<file path="src/rtl/reclose_pkg.sv">
package reclose_pkg;
	localparam int          SHOT_W          = 3;
	localparam int          SHOT_MAX        = 4;
	localparam int          NUM_SHOTS       = 5;
	localparam int          DTL_DROPOUT_CYC = 60;
	localparam int          DTL_CNT_W       = 7;
	localparam int          INTERVAL_W      = 16;
	localparam logic [2:0]  SHOT_ZERO       = 3'h0;
	localparam logic [2:0]  SHOT_ONE        = 3'h1;
	localparam logic [2:0]  DEF_LAST_SHOT   = 3'h3;
	localparam logic [6:0]  DTL_ZERO        = 7'h00;
	localparam logic [6:0]  DTL_ONE         = 7'h01;
	localparam logic [15:0] INTERVAL_ZERO   = 16'h0000;
	localparam logic [15:0] INTERVAL_ONE    = 16'h0001;

	typedef enum logic [1:0] {
		ST_RESET   = 2'b00,
		ST_CYCLE   = 2'b01,
		ST_LOCKOUT = 2'b10
	} seq_state_t;
endpackage : reclose_pkg

</file>
<file path="src/rtl/reclose_initiate_lockout_logic.sv">
// Summary of operation
// default: trip edge needs closed or cycle
// initiate edge without supervision locks out
// trip while open in interval locks out
// initiate tied zero never starts reclosing
// supervision tied zero always locks out
// supervision tied one: every edge starts
// breaker-open initiate needs trip asserted
// drive-to-lockout holds lockout and indicators
// drive-to-lockout stretched 60 cycles after drop
// drive-to-last-shot raises counter to last
// failed full sequence still reaches lockout
// skip at initiation increments shot, reloads
// skip to last shot: lockout if open
// stall holds timing start until released
// skip still processed while stalled
// stall freezes elapsed time, then resumes
// interval timing indicator output
// three intervals give last shot three
// default: no skip, stall follows trip
// shot increments per timeout, clears on reset
// one shot indicator bit per value
// edges found against previous interval
`timescale 1ns/1ns
module reclose_initiate_lockout_logic #(
	parameter int LAST_SHOT = 3
) (
	// clock and reset
	input  wire logic                                 ref_clk,
	input  wire logic                                 rstn,
	// condition inputs, asynchronous to ref_clk
	input  wire logic                                 reclose_initiate_cond,
	input  wire logic                                 initiate_supervision_cond,
	input  wire logic                                 drive_to_lockout_cond,
	input  wire logic                                 drive_to_last_shot_cond,
	input  wire logic                                 skip_shot_cond,
	input  wire logic                                 stall_interval_cond,
	input  wire logic                                 trip_cond,
	input  wire logic                                 breaker_closed_status,
	input  wire logic                                 reclose_return_cond,
	// open interval times per shot, static settings
	input  wire logic [reclose_pkg::INTERVAL_W-1:0]   interval_time_0,
	input  wire logic [reclose_pkg::INTERVAL_W-1:0]   interval_time_1,
	input  wire logic [reclose_pkg::INTERVAL_W-1:0]   interval_time_2,
	input  wire logic [reclose_pkg::INTERVAL_W-1:0]   interval_time_3,
	// status
	output logic                                      lockout_state_flag,
	output logic                                      reclose_cycle_flag,
	output logic                                      interval_timing_flag,
	output logic                                      lockout_led,
	output logic                                      close_request,
	output logic [reclose_pkg::SHOT_W-1:0]            shot_count,
	output logic [reclose_pkg::NUM_SHOTS-1:0]         shot_flags
);
	if (LAST_SHOT < 1 || LAST_SHOT > reclose_pkg::SHOT_MAX) begin : g_chk
		$error("LAST_SHOT out of range");
	end

	localparam logic [2:0] LAST = 3'(LAST_SHOT);
	localparam int NSYNC = 9;

	// the dropout counter must hold the whole stretch without wrapping
	if ((1 << reclose_pkg::DTL_CNT_W) <= reclose_pkg::DTL_DROPOUT_CYC) begin : g_chk_dtl
		$error("dropout counter too narrow");
	end

	// the shot field must reach every indicator value
	if ((1 << reclose_pkg::SHOT_W) < reclose_pkg::NUM_SHOTS) begin : g_chk_shot
		$error("shot field too narrow");
	end

	// one indicator per shot value, zero included
	if (reclose_pkg::NUM_SHOTS != reclose_pkg::SHOT_MAX + 1) begin : g_chk_flags
		$error("shot flag count mismatch");
	end

	// two-stage synchronisers, index order matches the input list below
	logic [NSYNC-1:0] raw_in;
	logic [NSYNC-1:0] meta_ff;
	logic [NSYNC-1:0] sync_ff;
	logic [NSYNC-1:0] nxt_meta;
	logic [NSYNC-1:0] nxt_sync;

	assign raw_in = {reclose_return_cond, breaker_closed_status, trip_cond, stall_interval_cond,
		skip_shot_cond, drive_to_last_shot_cond, drive_to_lockout_cond,
		initiate_supervision_cond, reclose_initiate_cond};

	always_comb begin
		nxt_meta = raw_in;
		nxt_sync = meta_ff;
		if (!rstn) begin
			nxt_meta = '0;
			nxt_sync = '0;
		end
	end

	always_ff @(posedge ref_clk) begin
		meta_ff <= nxt_meta;
		sync_ff <= nxt_sync;
	end

	logic ri_s;
	logic ris_s;
	logic dtl_s;
	logic dls_s;
	logic skp_s;
	logic stl_s;
	logic trip_s;
	logic closed_s;
	logic ret_s;
	assign ri_s     = sync_ff[0];
	assign ris_s    = sync_ff[1];
	assign dtl_s    = sync_ff[2];
	assign dls_s    = sync_ff[3];
	assign skp_s    = sync_ff[4];
	assign stl_s    = sync_ff[5];
	assign trip_s   = sync_ff[6];
	assign closed_s = sync_ff[7];
	assign ret_s    = sync_ff[8];

	// sequencer state
	reclose_pkg::seq_state_t                state_ff;
	reclose_pkg::seq_state_t                nxt_state;
	logic                                   ri_prev_ff;
	logic                                   nxt_ri_prev;
	logic [reclose_pkg::DTL_CNT_W-1:0]      dtl_cnt_ff;
	logic [reclose_pkg::DTL_CNT_W-1:0]      nxt_dtl_cnt;
	logic [reclose_pkg::SHOT_W-1:0]         shot_ff;
	logic [reclose_pkg::SHOT_W-1:0]         nxt_shot;
	logic [reclose_pkg::INTERVAL_W-1:0]     remain_ff;
	logic [reclose_pkg::INTERVAL_W-1:0]     nxt_remain;
	logic                                   started_ff;
	logic                                   nxt_started;
	logic                                   close_ff;
	logic                                   nxt_close;
	logic                                   armed_ff;
	logic                                   nxt_armed;
	logic                                   timing_ff;
	logic                                   nxt_timing;
	logic [reclose_pkg::NUM_SHOTS-1:0]      flags_ff;
	logic [reclose_pkg::NUM_SHOTS-1:0]      nxt_flags;
	logic                                   dtl_eff;
	logic                                   ri_edge;
	logic [reclose_pkg::INTERVAL_W-1:0]     load_time;

	// previous-interval comparison gives the edge
	assign ri_edge = ri_s & ~ri_prev_ff;
	// the stretch keeps short pulses alive long enough to overlap a breaker-open initiate
	assign dtl_eff = dtl_s | (dtl_cnt_ff != reclose_pkg::DTL_ZERO);

	function automatic logic [reclose_pkg::INTERVAL_W-1:0] time_for(input logic [2:0] s);
		unique case (s)
			3'h0:    time_for = interval_time_0;
			3'h1:    time_for = interval_time_1;
			3'h2:    time_for = interval_time_2;
			default: time_for = interval_time_3;
		endcase
	endfunction : time_for

	always_comb begin
		logic [2:0] s;
		logic       skipped;
		s           = shot_ff;
		skipped     = 1'b0;
		nxt_state   = state_ff;
		nxt_remain  = remain_ff;
		nxt_started = started_ff;
		nxt_armed   = armed_ff;
		nxt_timing  = 1'b0;
		nxt_close   = 1'b0;
		load_time   = reclose_pkg::INTERVAL_ZERO;

		unique case (state_ff)
			reclose_pkg::ST_RESET: begin
				s = reclose_pkg::SHOT_ZERO;
				// initiation is only the edge; inputs tied low never make one
				if (ri_edge) begin
					if (ris_s) begin
						nxt_state   = reclose_pkg::ST_CYCLE;
						nxt_started = 1'b0;
						nxt_armed   = 1'b1;
						if (skp_s && s < LAST) begin
							s       = s + reclose_pkg::SHOT_ONE;
							skipped = 1'b1;
						end
						nxt_remain = time_for(s);
					end else begin
						nxt_state = reclose_pkg::ST_LOCKOUT;
					end
				end
			end
			reclose_pkg::ST_CYCLE: begin
				if (ri_edge && !ris_s) begin
					nxt_state = reclose_pkg::ST_LOCKOUT;
				end else if (trip_s && !closed_s && started_ff) begin
					nxt_state = reclose_pkg::ST_LOCKOUT;
				end else if (ri_edge) begin
					// a new trip restarts the interval for the current shot
					nxt_started = 1'b0;
					nxt_armed   = 1'b1;
					if (skp_s && s < LAST) begin
						s       = s + reclose_pkg::SHOT_ONE;
						skipped = 1'b1;
					end
					nxt_remain = time_for(s);
				end else if (armed_ff && !started_ff && skp_s && s < LAST) begin
					s          = s + reclose_pkg::SHOT_ONE;
					skipped    = 1'b1;
					nxt_remain = time_for(s);
				end else if (armed_ff && !stl_s) begin
					// after a reclose we wait for the next initiate, else a closed breaker would be reclosed again
					nxt_started = 1'b1;
					if (s >= LAST) begin
						nxt_state = reclose_pkg::ST_LOCKOUT;
					end else if (remain_ff <= reclose_pkg::INTERVAL_ONE) begin
						s           = s + reclose_pkg::SHOT_ONE;
						nxt_close   = 1'b1;
						nxt_started = 1'b0;
						nxt_armed   = 1'b0;
						load_time   = time_for(s);
						nxt_remain  = load_time;
					end else begin
						nxt_timing = 1'b1;
						nxt_remain = remain_ff - reclose_pkg::INTERVAL_ONE;
					end
				end
				// a skip onto the last shot leaves nothing to time; open breaker means lockout
				// limited to skips so the final reclose itself is not swallowed
				if (skipped && s >= LAST && !closed_s) begin
					nxt_state = reclose_pkg::ST_LOCKOUT;
				end
				if (ret_s && closed_s && !trip_s) begin
					nxt_state = reclose_pkg::ST_RESET;
				end
			end
			reclose_pkg::ST_LOCKOUT: begin
				if (ret_s && closed_s && !trip_s && !dtl_eff) begin
					nxt_state = reclose_pkg::ST_RESET;
				end
			end
			default: nxt_state = reclose_pkg::ST_LOCKOUT;
		endcase

		if (dtl_eff) begin
			nxt_state = reclose_pkg::ST_LOCKOUT;
		end
		// outside the cycle state nothing times and nothing recloses
		if (nxt_state != reclose_pkg::ST_CYCLE) begin
			nxt_started = 1'b0;
			nxt_armed   = 1'b0;
			nxt_timing  = 1'b0;
			nxt_close   = 1'b0;
		end
		if ((dls_s || nxt_state == reclose_pkg::ST_LOCKOUT) && s < LAST) begin
			s = LAST;
		end
		if (nxt_state == reclose_pkg::ST_RESET) begin
			s = reclose_pkg::SHOT_ZERO;
		end
		nxt_shot = s;

		if (!rstn) begin
			nxt_state   = reclose_pkg::ST_RESET;
			nxt_armed   = 1'b0;
			nxt_timing  = 1'b0;
			nxt_shot    = reclose_pkg::SHOT_ZERO;
			nxt_remain  = reclose_pkg::INTERVAL_ZERO;
			nxt_started = 1'b0;
			nxt_close   = 1'b0;
		end
	end

	always_ff @(posedge ref_clk) begin
		state_ff   <= nxt_state;
		shot_ff    <= nxt_shot;
		remain_ff  <= nxt_remain;
		started_ff <= nxt_started;
		close_ff   <= nxt_close;
		armed_ff   <= nxt_armed;
		timing_ff  <= nxt_timing;
	end

	// dropout stretch group
	always_comb begin
		// reloads while asserted, then counts down to zero
		if (dtl_s) begin
			nxt_dtl_cnt = 7'(reclose_pkg::DTL_DROPOUT_CYC);
		end else if (dtl_cnt_ff != reclose_pkg::DTL_ZERO) begin
			nxt_dtl_cnt = dtl_cnt_ff - reclose_pkg::DTL_ONE;
		end else begin
			nxt_dtl_cnt = dtl_cnt_ff;
		end
		if (!rstn) begin
			nxt_dtl_cnt = reclose_pkg::DTL_ZERO;
		end
	end

	always_ff @(posedge ref_clk) begin
		dtl_cnt_ff <= nxt_dtl_cnt;
	end

	// edge history group; cleared low so a high input after reset counts as an edge
	always_comb begin
		nxt_ri_prev = ri_s;
		if (!rstn) begin
			nxt_ri_prev = 1'b0;
		end
	end

	always_ff @(posedge ref_clk) begin
		ri_prev_ff <= nxt_ri_prev;
	end

	// shot indicators are registered beside the counter, so both change on one edge
	for (genvar i = 0; i < reclose_pkg::NUM_SHOTS; i++) begin : g_shot
		assign nxt_flags[i] = (nxt_shot == 3'(i));
	end

	always_ff @(posedge ref_clk) begin
		flags_ff <= nxt_flags;
	end

	assign lockout_state_flag   = (state_ff == reclose_pkg::ST_LOCKOUT);
	assign lockout_led          = lockout_state_flag;
	assign reclose_cycle_flag   = (state_ff == reclose_pkg::ST_CYCLE);
	// a stalled interval keeps its elapsed time but does not count as timing
	assign interval_timing_flag = timing_ff;
	assign close_request        = close_ff;
	assign shot_count           = shot_ff;
	assign shot_flags           = flags_ff;
endmodule : reclose_initiate_lockout_logic

</file>
<file path="config.mk">
export PLATFORM = sky130hd
export DESIGN_NAME = reclose_initiate_lockout_logic
export DESIGN_NICKNAME = d
export VERILOG_FILES = /design/src/rtl/reclose_pkg.sv /design/src/rtl/reclose_initiate_lockout_logic.sv
export SDC_FILE = /design/constraint.sdc
export NUM_CORES = 1
export LEC_CHECK = 0
export BUFFER_PORTS_ARGS = -buffer_cell sky130_fd_sc_hd__buf_2
export CAP_MARGIN = 0
export CELL_PAD_IN_SITES_DETAIL_PLACEMENT = 1
export CELL_PAD_IN_SITES_GLOBAL_PLACEMENT = 2
export CORE_MARGIN = 10
export CORE_UTILIZATION = 29
export CTS_CLUSTER_SIZE = 16
export DETAILED_ROUTE_END_ITERATION = 6
export HOLD_SLACK_MARGIN = 0.12
export PLACE_DENSITY_LB_ADDON = 0.1
export SYNTH_ARGS = -nofsm -noshare
export SYNTH_HDL_FRONTEND = slang
export SYNTH_SLANG_ARGS = --single-unit
</file>
<file path="constraint.sdc">
create_clock -name ref_clk -period 2.55 [get_ports ref_clk]
set_input_delay 0.51 -clock ref_clk [delete_from_list [all_inputs] [get_ports ref_clk]]
set_output_delay 0.51 -clock ref_clk [all_outputs]
set_load 0.1 [all_outputs]
</file>
==> impl_results.md <==
* Status: finished clean
* Critical Path Start Type: flop
* Count leader, synth: dfxtp_1
* Core box area at 13900 um^2
* Ys async rst share at 0
* TritonCTS Buffers at 5
* Hold_ws at between 400 and 500 ps
* GPL Wtd Cong at ~0.87
* Clock Latency Late Sink at ~310 ps
* Initial Util at 0.297
* DR iter-0 viols at 323
* Area contributors post-synth: dfxtp_1 27%, a21oi_1 4.1%, a222oi_1 3.9%, nand2_1 3.8%, and2_1 3.8%
* Critical path data required time at about 2800 ps
* Row count at 43
* Area of the die at around 19000 um^2
* Die W at about 140 um
* Slew Limit Fails at 0
* DRT met1 WL at roughly 7.9 mm
* CTS tree: built
* Final Cell Area at about 5400 um^2
* Final setup fails at 0
* Layout cells sized above 1 at 0.344
* Avg Inst Size Synth at roughly 8.1 um^2
* Via-per-instance ratio at 5.73
* Yosys warning total at 0
* Max_cap viols at 0
* Synth Flop Type: dfxtp_1
* Top routing layer in use: met4
* Worst Path Max Fanout at 6
* H-tree levels at 2
* Post-Synthesis Cells at just over 500
* Post-DRT Antenna Nets at 0
* Post-synth cell types at slightly above 80
* # IOs at 88
* Drt drc at 0
* Flops & latches, synth at 56
* Yosys top cell area share at 0.272
* Net Count, Synth at approximately 600
* Layout Nets at roughly 710
* Buffers on Ports at 87
* Area leader, netlist: dfxtp_1
* Critical path arrival at between 2000 and 3000 ps
* FF-to-FF setup slack at 40 ps
* LEAKAGE at 2.20 nW
* Die height at 139 um
* Clk buf depth at 2
* Endpoint class of the critical path: flop
* Clock Power Share at 0.169
* Cts hold-fix bufs at 0
* DR WL/cell at about 21 um
* Sw Pwr at just under 2 mW
* Vias in the first global route at between 4000 and 5000
* Area grow syn2layout at 32.1%
* Area after DPL at around 5100 um^2
* Hpwl dp at ~13 mm
* Hold Fails Final Rpt at 0
* First-pass GRT wire length at about 27 mm
* Total power draw at between 4 and 5 mW
* Sequential area share after synthesis at 0.272
* Slew @ Worst Pin at roughly 720 ps
* Clock-pin slew on the worst setup and hold paths at 70 ps
* Total Wirelength at between 15 and 20 mm
* Largest net degree at the start of global routing at 25
* DR pass1 iterations at 5
* Max-slew headroom at 0.520
* Initial antenna violation count at 0
* Synthesized area at around 4100 um^2
* GR Overflow Total at 0
* Root Driver: clkbuf_16
* Post-synth EDFFs at 0
* Via Count at approximately 4600
* Worst IR drop on VDD at between 0.4 and 0.5 mV
* Hold WC Path Type: in2reg
* N_diodes at 0
* Final min period at 2510 ps
* Gate power share at 0.590
* Filler instances at 1688
* Wire length on met3 at ~800 um
* Cell internal pwr at 2.44 mW
* RSZ-0062 raised after global routing: yes
* Fmax achieved at 0.399 GHz
* Final period util at 0.982
* Met2 Wirelength at between 7 and 8 mm
* GRT Util Overall at 0.166
* Seq pwr share at 0.241
* Commonest cells in the netlist: 56 x dfxtp_1, 42 x nand2_1, 34 x a21oi_1
* Cell Pwr Density at 801 nW/um^2
* Worst setup path class: reg2reg
* Clock sink total at between 50 and 60
* Switching Fraction at 0.441
* Clock skew at 19.9 ps
power groups by stage:
stage / Combinational [mW] / Clock [mW] / Sequential (mW)
detailed placement: 2.37 / 0 / 1.07
finish: 2.57 / 0.737 / 1.05
floorplan: 1.45 / 0 / 1.25
CTS: 2.38 / 0.764 / 1.05
global placement: 2.35 / 0 / 1.06
global route: 2.80 / 0.794 / 1.07
through the flow:
step | utilization | setup TNS, ps | setup WS (ps) | instances
floorplan | - | -24.4 | -24.4 | 509
detailed placement | 0.370 | -11.7 | -11.7 | 795
CTS | 0.381 | 0 | 8.76 | 803
global route | 0.392 | -184 | -64.7 | 810
finish | 0.392 | 0 | 44.6 | 810
global placement | 0.370 | 0 | 57.6 | 795
flip-flops by register name (all words and copies together), names as in the netlist:
signal	flops
armed_ff	1
close_request	1
dtl_cnt_ff	7
interval_timing_flag	1
meta_ff	9
remain_ff	16
ri_prev_ff	1
shot_count	3
shot_flags	5
started_ff	1
state_ff	2
sync_ff	9
per-layer routing:
metal | track usage | vias to the layer above
met3 | 0.0291 | 18
met2 | 0.270 | 119
met4 | 0.0373 | 0
met5 | 0 | -
li1 | - | 2202
met1 | 0.222 | 2305
repair_timing:
action | CTS | global route
endpoints found under the hold margin | 0 | 0
endpoints found under the setup margin | 1 | 15
pin swaps | 0 | 7
resized for setup | 1 | 21
buffers inserted | 0 | 7
critical path, cell delays in order, from the launching register on:
cell and delay, ps:
dfxtp_4 370, ha_2 200, ha_4 170, a211oi_4 170, nand4_1 170, o211a_1 290
a211oi_2 280, o311ai_4 140, buf_4 180, a21bo_2 250, a211oi_2 210
cells in the final DEF, fill, tap and decap left out, drive strengths merged, types with 16 or more instances in the layout:
cell / instances
nand3: 21
and2: 25
a222oi: 16
o21ai: 33
nor2: 29
buf: 148
a21oi: 35
nor3: 16
nand2: 42
dfxtp: 56
cells by family after synthesis:
kind of cell,Yosys count,share of synthesized area
DFF,56,0.272
xor gates and xnor gates,13,0.0276
buffers and inverters,48,0.0465
muxes,15,0.0380
adders and majority gates,8,0.0243
AOI/OAI and AO/OA,184,0.335
and+or+nand+nor,185,0.257
final timing paths:
kind / start / endpoint / cells after the start
hold / removal: reclose_return_cond / meta_ff[8] / 2
hold reg to reg: meta_ff[1] / sync_ff[1] / 1
setup / recovery: shot_count[1] / armed_ff / 10
setup reg to reg: shot_count[1] / armed_ff / 10
cell type report:
cell class	count	area, um^2	area share
multi-input combinational	405	2950	0.541
sequential	56	1130	0.208
timing repair buffer	148	935	0.172
tap	180	225	0.0414
clock buffer	5	125	0.0230
inverter	13	48.8	0.00896
clock inverter	3	27.5	0.00506
No activity file was read; power rests on OpenSTA's default activity.
